===== src/verilog/pst_pkg.sv =====
// constants and types shared by the program sequencer block
package pst_pkg;
    // widths and stack depth
    localparam int PC_W    = 11;
    localparam int WORD_W  = 15;
    localparam int DEPTH   = 4;
    // data memory offsets of the registers kept here
    localparam logic [7:0] TBL_PTR_LOW_OFF  = 8'h07;
    localparam logic [7:0] TBL_HIGH_OFF     = 8'h08;
    localparam logic [7:0] TBL_PTR_HIGH_OFF = 8'h1F;
    localparam logic [7:0] PC_LOW_OFF       = 8'h06;
    // reset values
    localparam logic [10:0] PC_RESET        = 11'h000;
    localparam logic [7:0]  TBL_PTR_LOW_RST = 8'h00;
    localparam logic [7:0]  TBL_PTR_HI_RST  = 8'h00;
    localparam logic [7:0]  TBL_HIGH_RST    = 8'h00;
    // vectors
    localparam logic [10:0] SERIAL_VEC      = 11'h004;
    localparam logic [10:0] TIMER_VEC       = 11'h008;
    // last page high bits for the last-page table read
    localparam logic [2:0]  LAST_PAGE       = 3'h7;
    // phase of the instruction cycle that ends it, and table capture phase
    localparam logic [1:0]  PHASE_LAST      = 2'h3;
    localparam logic [1:0]  PHASE_CAPTURE   = 2'h1;
    // instruction class presented by the core decoder
    typedef enum logic [2:0] {
        PLAIN_OP,
        SKIP_OP,
        JUMP_OP,
        CALL_OP,
        RETURN_OP,
        RETURN_FROM_INTERRUPT_OP,
        TABLE_READ_CURRENT_PAGE,
        TABLE_READ_LAST_PAGE
    } pst_op_type;
endpackage


===== src/verilog/pst_sequencer.sv =====
// program counter, return stack, interrupt vectoring and table reads
`timescale 1ns/1ps
module pst_sequencer #(
    parameter bit HIGH_PTR_EN = 1'b0
) (
    input  wire logic                    MCLK,
    input  wire logic                    RST,
    input  wire logic                    CE,
    input  wire pst_pkg::pst_op_type     OP,
    input  wire logic [10:0]             OP_ADDR,
    input  wire logic [7:0]              OP_DEST,
    input  wire logic [14:0]             PM_DATA,
    input  wire logic [7:0]              DM_ADDR,
    input  wire logic                    DM_WE,
    input  wire logic [7:0]              DM_WDATA,
    input  wire logic                    SER_DONE,
    input  wire logic                    TMR_OVF,
    input  wire logic                    SER_IE,
    input  wire logic                    TMR_IE,
    input  wire logic                    INT_EN,
    output logic      [10:0]             PM_ADDR,
    output logic      [1:0]              PHASE,
    output logic                         EXEC_VALID,
    output logic      [7:0]              DM_RDATA,
    output logic                         TBL_WE,
    output logic      [7:0]              TBL_WADDR,
    output logic      [7:0]              TBL_WDATA,
    output logic                         INT_ACK,
    output logic                         SER_FLAG,
    output logic                         TMR_FLAG,
    output logic                         STACK_FULL
);

    // ----------------------------------------------------------------
    // helpers
    // ----------------------------------------------------------------
    // address match on the data memory bus
    function automatic logic hit(input logic [7:0] a, input logic [7:0] o);
        return a == o;
    endfunction

    // pc step, wraps inside the 2K space
    function automatic logic [10:0] step(input logic [10:0] p);
        return p + 11'h001;
    endfunction

    typedef enum {ST_RUN, ST_DUMMY, ST_TABLE} pst_state_type;

    pst_state_type state;
    pst_state_type next_state;
    logic [10:0]   pc;
    logic [10:0]   next_pc;
    logic [1:0]    phase;
    logic [10:0]   stk [pst_pkg::DEPTH];
    logic [1:0]    stack_index;
    logic [2:0]    depth;
    logic [7:0]    table_pointer_low;
    logic [7:0]    table_pointer_high;
    logic [7:0]    table_high_byte;
    logic [7:0]    tbl_dest;
    logic          pcl_pend;
    logic [7:0]    pcl_val;
    logic          cyc_end;
    logic          cap_edge;
    logic          full;
    logic          int_req;
    logic          take_int;
    logic          take_ser;
    logic          do_push;
    logic          do_pop;
    logic          pcl_now;
    logic [7:0]    pcl_data;
    logic [10:0]   stack_top;
    logic [10:0]   next_tbl;

    // ----------------------------------------------------------------
    // phase counter
    // ----------------------------------------------------------------
    // four phases make one instruction cycle
    always_ff @(posedge MCLK or posedge RST) begin
        if (RST) begin
            phase <= 2'h0;
        end else if (CE) begin
            phase <= phase + 2'h1;
        end
    end

    assign cyc_end  = CE && (phase == pst_pkg::PHASE_LAST);
    assign cap_edge = CE && (phase == pst_pkg::PHASE_CAPTURE);
    assign full     = (depth == 3'(pst_pkg::DEPTH));
    // wrapped index gives the top, also when empty or overflowed
    assign stack_top = stk[stack_index - 2'h1];
    assign pcl_now   = DM_WE && hit(DM_ADDR, pst_pkg::PC_LOW_OFF);
    assign pcl_data  = pcl_now ? DM_WDATA : pcl_val;
    // a full stack holds the request back until a return
    assign int_req = INT_EN && !full &&
                     ((SER_FLAG && SER_IE) || (TMR_FLAG && TMR_IE));

    // ----------------------------------------------------------------
    // next pc and sequencing decision
    // ----------------------------------------------------------------
    // decided once per instruction cycle, at its last phase
    always_comb begin
        next_pc    = pc;
        next_state = state;
        do_push    = 1'b0;
        do_pop     = 1'b0;
        take_int   = 1'b0;
        take_ser   = 1'b0;
        if (cyc_end) begin
            case (state)
                ST_RUN: begin
                    if (pcl_pend || pcl_now) begin
                        next_pc    = {pc[10:8], pcl_data};
                        next_state = ST_DUMMY;
                    end else begin
                        case (OP)
                            pst_pkg::SKIP_OP: begin
                                // fetched word dropped, dummy refills
                                next_pc    = step(pc);
                                next_state = ST_DUMMY;
                            end
                            pst_pkg::JUMP_OP: begin
                                next_pc    = OP_ADDR;
                                next_state = ST_DUMMY;
                            end
                            pst_pkg::CALL_OP: begin
                                // no full check: overflow is allowed
                                do_push    = 1'b1;
                                next_pc    = OP_ADDR;
                                next_state = ST_DUMMY;
                            end
                            pst_pkg::RETURN_OP,
                            pst_pkg::RETURN_FROM_INTERRUPT_OP: begin
                                do_pop     = 1'b1;
                                next_pc    = stack_top;
                                next_state = ST_DUMMY;
                            end
                            pst_pkg::TABLE_READ_CURRENT_PAGE,
                            pst_pkg::TABLE_READ_LAST_PAGE: begin
                                next_state = ST_TABLE;
                            end
                            default: begin
                                if (int_req) begin
                                    take_int   = 1'b1;
                                    take_ser   = SER_FLAG && SER_IE;
                                    do_push    = 1'b1;
                                    next_pc    = take_ser ?
                                                 pst_pkg::SERIAL_VEC :
                                                 pst_pkg::TIMER_VEC;
                                    next_state = ST_DUMMY;
                                end else begin
                                    next_pc = step(pc);
                                end
                            end
                        endcase
                    end
                end
                ST_DUMMY: begin
                    next_pc    = step(pc);
                    next_state = ST_RUN;
                end
                ST_TABLE: begin
                    next_pc    = step(pc);
                    next_state = ST_RUN;
                end
                default: begin
                    next_state = ST_RUN;
                end
            endcase
        end
    end

    // table address from the pointer and the selected page bits
    always_comb begin
        if (OP == pst_pkg::TABLE_READ_LAST_PAGE) begin
            next_tbl = {pst_pkg::LAST_PAGE, table_pointer_low};
        end else if (HIGH_PTR_EN) begin
            next_tbl = {table_pointer_high[2:0], table_pointer_low};
        end else begin
            next_tbl = {pc[10:8], table_pointer_low};
        end
    end

    // ----------------------------------------------------------------
    // program counter and state
    // ----------------------------------------------------------------
    // reset starts execution at the reset vector
    always_ff @(posedge MCLK or posedge RST) begin
        if (RST) begin
            pc    <= pst_pkg::PC_RESET;
            state <= ST_RUN;
        end else if (CE) begin
            pc    <= next_pc;
            state <= next_state;
        end
    end

    // fetch address: table word during a table cycle, else the pc
    always_ff @(posedge MCLK or posedge RST) begin
        if (RST) begin
            PM_ADDR    <= pst_pkg::PC_RESET;
            EXEC_VALID <= 1'b0;
        end else if (cyc_end) begin
            PM_ADDR    <= (next_state == ST_TABLE) ? next_tbl : next_pc;
            EXEC_VALID <= (next_state == ST_RUN);
        end else if (cap_edge && state == ST_TABLE) begin
            PM_ADDR    <= pc; // resume the instruction prefetch
        end
    end

    // phase shown to the core for decode timing
    always_ff @(posedge MCLK or posedge RST) begin
        if (RST) begin
            PHASE <= 2'h0;
        end else if (CE) begin
            PHASE <= phase + 2'h1;
        end
    end

    // ----------------------------------------------------------------
    // return stack
    // ----------------------------------------------------------------
    // index wraps; an overflowing push overwrites the oldest entry
    always_ff @(posedge MCLK or posedge RST) begin
        if (RST) begin
            stack_index <= 2'h0;
            depth       <= 3'h0;
        end else if (do_push) begin
            stack_index <= stack_index + 2'h1;
            depth       <= full ? depth : depth + 3'h1;
        end else if (do_pop) begin
            stack_index <= stack_index - 2'h1;
            depth       <= (depth == 3'h0) ? depth : depth - 3'h1;
        end
    end

    // entries hold pc values only, no data memory path reaches them
    always_ff @(posedge MCLK) begin
        if (do_push) begin
            stk[stack_index] <= pc;
        end
    end

    // full flag for the core; interrupts are held off meanwhile
    always_ff @(posedge MCLK or posedge RST) begin
        if (RST) begin
            STACK_FULL <= 1'b0;
        end else if (CE) begin
            STACK_FULL <= do_push ? (depth >= 3'h3) :
                          do_pop  ? 1'b0 : full;
        end
    end

    // ----------------------------------------------------------------
    // interrupt flags and acknowledge
    // ----------------------------------------------------------------
    // a new event in the acknowledge cycle wins over the clear
    always_ff @(posedge MCLK or posedge RST) begin
        if (RST) begin
            SER_FLAG <= 1'b0;
            TMR_FLAG <= 1'b0;
        end else if (CE) begin
            if (SER_DONE) begin
                SER_FLAG <= 1'b1;
            end else if (take_int && take_ser) begin
                SER_FLAG <= 1'b0;
            end
            if (TMR_OVF) begin
                TMR_FLAG <= 1'b1;
            end else if (take_int && !take_ser) begin
                TMR_FLAG <= 1'b0;
            end
        end
    end

    // one-cycle acknowledge pulse per serviced request
    always_ff @(posedge MCLK or posedge RST) begin
        if (RST) begin
            INT_ACK <= 1'b0;
        end else if (CE) begin
            INT_ACK <= take_int;
        end
    end

    // ----------------------------------------------------------------
    // registers on the data memory bus
    // ----------------------------------------------------------------
    // pointer writes; the high byte register ignores every write
    always_ff @(posedge MCLK or posedge RST) begin
        if (RST) begin
            table_pointer_low  <= pst_pkg::TBL_PTR_LOW_RST;
            table_pointer_high <= pst_pkg::TBL_PTR_HI_RST;
        end else if (CE && DM_WE) begin
            if (hit(DM_ADDR, pst_pkg::TBL_PTR_LOW_OFF)) begin
                table_pointer_low <= DM_WDATA;
            end
            if (hit(DM_ADDR, pst_pkg::TBL_PTR_HIGH_OFF)) begin
                table_pointer_high <= DM_WDATA;
            end
        end
    end

    // pc low byte write is held until the cycle decision
    always_ff @(posedge MCLK or posedge RST) begin
        if (RST) begin
            pcl_pend <= 1'b0;
            pcl_val  <= 8'h00;
        end else if (CE) begin
            if (cyc_end) begin
                pcl_pend <= 1'b0;
            end else if (pcl_now && state == ST_RUN) begin
                pcl_pend <= 1'b1;
                pcl_val  <= DM_WDATA;
            end
        end
    end

    // read data registered; unmapped addresses answer zero
    always_ff @(posedge MCLK or posedge RST) begin
        if (RST) begin
            DM_RDATA <= 8'h00;
        end else if (CE) begin
            if (hit(DM_ADDR, pst_pkg::PC_LOW_OFF)) begin
                DM_RDATA <= pc[7:0];
            end else if (hit(DM_ADDR, pst_pkg::TBL_PTR_LOW_OFF)) begin
                DM_RDATA <= table_pointer_low;
            end else if (hit(DM_ADDR, pst_pkg::TBL_PTR_HIGH_OFF)) begin
                DM_RDATA <= table_pointer_high;
            end else if (hit(DM_ADDR, pst_pkg::TBL_HIGH_OFF)) begin
                DM_RDATA <= table_high_byte;
            end else begin
                DM_RDATA <= 8'h00;
            end
        end
    end

    // ----------------------------------------------------------------
    // table read path
    // ----------------------------------------------------------------
    // destination captured with the table instruction; the address is
    // taken straight from the decision so the page select sees its own op
    always_ff @(posedge MCLK or posedge RST) begin
        if (RST) begin
            tbl_dest <= 8'h00;
        end else if (CE && state == ST_RUN) begin
            tbl_dest <= OP_DEST;
        end
    end

    // word split: low byte out, bits 14..8 kept, bit 7 reads zero
    always_ff @(posedge MCLK or posedge RST) begin
        if (RST) begin
            table_high_byte <= pst_pkg::TBL_HIGH_RST;
            TBL_WE          <= 1'b0;
            TBL_WADDR       <= 8'h00;
            TBL_WDATA       <= 8'h00;
        end else if (CE) begin
            TBL_WE <= 1'b0;
            if (cap_edge && state == ST_TABLE) begin
                table_high_byte <= {1'b0, PM_DATA[14:8]};
                TBL_WE          <= 1'b1;
                TBL_WADDR       <= tbl_dest;
                TBL_WDATA       <= PM_DATA[7:0];
            end
        end
    end

    logic plain_end;
    assign plain_end = cyc_end && state == ST_RUN && !pcl_pend && !pcl_now;
endmodule


===== config.mk =====
export PLATFORM = sky130hd
export DESIGN_NAME = pst_sequencer
export DESIGN_NICKNAME = d
export VERILOG_FILES = /design/src/verilog/pst_pkg.sv /design/src/verilog/pst_sequencer.sv
export SDC_FILE = /design/constraint.sdc
export NUM_CORES = 1
export LEC_CHECK = 0
export CAP_MARGIN = 10
export CORE_ASPECT_RATIO = 0.5
export CORE_MARGIN = 2
export CORE_UTILIZATION = 50
export CTS_BUF_LIST = sky130_fd_sc_hd__clkbuf_8
export DETAILED_ROUTE_END_ITERATION = 7
export DONT_BUFFER_PORTS = 1
export PLACE_DENSITY = 0.75
export SKIP_CTS_REPAIR_TIMING = 1
export SYNTH_ARGS = -nofsm -noshare
export SYNTH_HDL_FRONTEND = slang
export SYNTH_SLANG_ARGS = --single-unit

===== constraint.sdc =====
create_clock -name MCLK -period 8.55 [get_ports MCLK]
set_clock_uncertainty 0.15 [all_clocks]
set_input_delay 0.855 -clock MCLK [delete_from_list [all_inputs] [get_ports MCLK]]
set_output_delay 0.855 -clock MCLK [all_outputs]
set_load 0.01 [all_outputs]

==> results_dict.tcl <==
set metrics [dict create \
    critPathSlowestCell "nor3_4" \
    numCtsBuffers 17 \
    whs_ns 0.1503 \
    synth_flop_cell "dfrtp_1" \
    use_met2_pct 34.62 \
    cts_tree "done" \
    power_density_nw_per_um2 288.0 \
    overflow 0 \
    io_buffers 0 \
    worstSetupPathType "reg -> reg" \
    r2r-start "state[24]" \
    min_path_type "in -> async" \
    nNetsFinal 760 \
    grt_util_met1_pct 32.21 \
    p_leak_nw 3.758 \
    htreeDepth 4 \
    drt-pass1-iter-count 5 \
    finalSetupTns_ns 0 \
    routed_wl_um 20110 \
    avgSynthCellArea_sq_um 11.97 \
    drv_cap 0 \
    crit_required_ns 8.73 \
    yosysTopAreaCell "dfrtp_1" \
    startpoint_type "register" \
    synth.area.mux_share_pct 11.26 \
    ioPinCount 105 \
    row_count 33 \
    detail-route-antenna-nets 0 \
    synth_fa_ha_area_share_pct 2.296 \
    vias_per_cell 6.271 \
    critPathBufInv 1 \
    relSlewSlack_pct 29.70 \
    critPathTopFamily "simple AND/OR/NAND/NOR gates" \
    post_drt_wl_per_cell_um 21.70 \
    antenna_found_initial 1 \
    yosys.area_share.simple_pct 14.19 \
    yosysWarnings 0 \
    max_stage_delay_ns 0.88 \
    slew_violations 0 \
    grt_max_degree 71 \
    endpoint_kind "register" \
    numClockSinks 175 \
    netlist.area_leader.share_pct 38.57 \
    synth-edff-count 44 \
    synth_area_leaders "dfrtp_1 39%, edfxtp_1 16%, mux2_2 8.3%" \
    max_clock_freq_ghz 0.2831 \
    setup_viol 0 \
    synth_xor_xnor_area_share_pct 1.443 \
    synth_nets 783 \
    ys_async_sr_fraction_pct 74.86 \
    drtIter0Drc 701 \
    fill_cells 1391 \
    critPathArrivalTime_ns 3.71 \
    dpl.hpwl_um 14060 \
    cp_max_fo 21 \
    r2r-end "PM_ADDR[4]" \
    status "completed" \
    ir_worst_vdd_v 0.0001246 \
    core_area_sq_um 16520 \
    diodes 0 \
    dieArea_sq_um 18120 \
    synth-seq-cells 175 \
    die_w_um 188.4 \
    die_y_um 96.19 \
    rsz0062_at_grt "no" \
    gr-usage-met3_pct 5.687 \
    min_period_ns 3.532 \
    insertion_delay_ns 0.47 \
    drc 0 \
    path_clk_slew_ns 0.10 \
    grt_busiest_layer "met2" \
    period_share_pct 41.31 \
    tightestPinTransition_ns 1.054 \
    hold_viol_final 0 \
    grt_first_pass_wirelength_um 31550 \
    r2r_slack_ns 5.02 \
    grt_pass1_vias 5682 \
    grt_usage_pct 22.95 \
    r2r_cells 7 \
    syn_area_sq_um 8499 \
    globalplace.congestion 0.8895 \
    seq_area_frac_synth_pct 54.11 \
    syn_to_final_growth_pct 6.345 \
    path_cells "nor4_1, nand4_2, nor3_4, buf_4, mux2_2, o22ai_1, a21oi_1" \
    drive_above_1_share_pct 18.43 \
    cts_max_path_buffers 2 \
    initial_core_util_pct 51.46 \
    clockRootBuffer "clkbuf_8" \
    vias 5813 \
    ys_types 85 \
    netlist_instances 710 \
    synth_top_family_by_area "simple AND/OR/NAND/NOR gates" \
    synth_compound_area_share_pct 13.48 \
]
through the flow:
| step | worst slack [ns] | power, mW | utilization (%) | cells | cell area (sq um) |
|---|---|---|---|---|---|
| after detailed placement | 5.017 | 1.990 | 52.15 | 895 | 8613 |
| after CTS | 5.038 | 2.602 | 54.73 | 927 | 9039 |
| final | 5.018 | 2.603 | 54.73 | 927 | 9039 |
| after global placement | 5.124 | 1.958 | 52.15 | 895 | 8613 |
| after global routing | 4.765 | 2.742 | 54.73 | 927 | 9039 |
| after floorplan | 4.047 | 1.789 | - | 710 | 8499 |
how the worst max path moves through the flow:
stage                   start     endpoint  cells after the start
floorplan                 RST  DM_RDATA[0]                      1
global placement        OP[1]     depth[2]                      8
detailed placement      OP[1]     depth[2]                      8
CTS                 state[24]   PM_ADDR[4]                      7
global route        state[24]   PM_ADDR[4]                      7
finish              state[24]   PM_ADDR[4]                      7
where the power goes:
part / switching (mW) / total [mW] / leakage, nW / internal [mW]
registers: 0.247 / 1.26 / 2.12 / 1.01
logic: 0.392 / 0.726 / 1.42 / 0.334
clock network: 0.341 / 0.617 / 0.212 / 0.276
total: 0.980 / 2.60 / 3.76 / 1.62
cells by family (layout without fill, tap and decap cells):
| logic type | after synthesis | count (layout) |
|---|---|---|
| AOI/OAI and AO/OA | 158 | 158 |
| and+or+nand+nor | 201 | 201 |
| DFF | 175 | 175 |
| muxes | 84 | 84 |
| buffers and inverters | 62 | 52 |
| adders and majority gates | 16 | 16 |
| xor gates and xnor gates | 14 | 14 |
routing by layer:
layer / vias up / wire, um
met1: 2924 / 9210
met4: 0 / 290
met5: - / 0
met3: 25 / 1629
li1: 2630 / -
met2: 234 / 8983
flip-flops by register name, summed over array words and instances, names as in the netlist, 2 cells and up:
signal / cells
TBL_WDATA: 8
tbl_dest: 8
pcl_val: 8
table_high_byte: 7
stack_index: 2
DM_RDATA: 8
PM_ADDR: 11
state: 32
pc: 11
depth: 3
stk: 44
PHASE: 2
table_pointer_low: 8
TBL_WADDR: 8
table_pointer_high: 8
synthesized netlist by cell type (17+ instances only):
library cell,count
o21ai_0,20
a22oi_1,17
nor2_1,31
dfrtp_1,131
mux2i_1,18
clkbuf_1,32
a21oi_1,27
edfxtp_1,44
nor2b_1,25
nand2_1,34
mux2_2,63
nor3_1,17
layout by cell type (no fill, tap or decap), types with 4 or more instances in the layout:
| cell | netlist | layout |
|---|---|---|
| inv_1 | 13 | 12 |
| nor3_1 | 17 | 17 |
| nand2_1 | 34 | 34 |
| o221ai_1 | 4 | 4 |
| edfxtp_1 | 44 | 44 |
| o22ai_1 | 14 | 14 |
| and2_1 | 14 | 14 |
| mux2_2 | 63 | 63 |
| xnor2_1 | 10 | 10 |
| mux2i_1 | 18 | 18 |
| nand2b_1 | 10 | 10 |
| and3_1 | 7 | 7 |
| ha_1 | 10 | 10 |
| a21oi_1 | 27 | 27 |
| o22a_1 | 6 | 6 |
| a31oi_1 | 16 | 16 |
| a22oi_1 | 17 | 17 |
| buf_4 | 2 | 6 |
| o211ai_1 | 4 | 4 |
| nor2_1 | 31 | 31 |
| inv_8 | 0 | 6 |
| clkbuf_8 | 0 | 17 |
| xor2_1 | 4 | 4 |
| a221oi_1 | 4 | 4 |
| dfrtp_1 | 131 | 131 |
| nand4_1 | 11 | 11 |
| nor4_1 | 6 | 6 |
| a211oi_1 | 4 | 4 |
| nor2b_1 | 25 | 25 |
| nand3_1 | 14 | 14 |
| o21ai_0 | 20 | 20 |
| maj3_1 | 5 | 5 |
worst register-to-register path: stages, from the launching register on:
cell and delay, ns:
dfrtp_1 0.39, nor4_1 0.40, nand4_2 0.52, nor3_4 0.89, buf_4 0.45, mux2_2 0.39, o22ai_1 0.15, a21oi_1 0.06
layout make-up:
| class | instances | area (sq um) | share of cell area [%] |
|---|---|---|---|
| well taps | 227 | 284.0 | 3.142 |
| inverters | 14 | 57.56 | 0.6368 |
| clock buffers | 17 | 234.0 | 2.589 |
| flip-flops and latches | 175 | 4599 | 50.89 |
| clock inverters | 15 | 191.4 | 2.118 |
| repair buffers | 6 | 45.04 | 0.4983 |
| multi-input cells | 473 | 3627 | 40.13 |
Power figures use the tool's default switching activity.
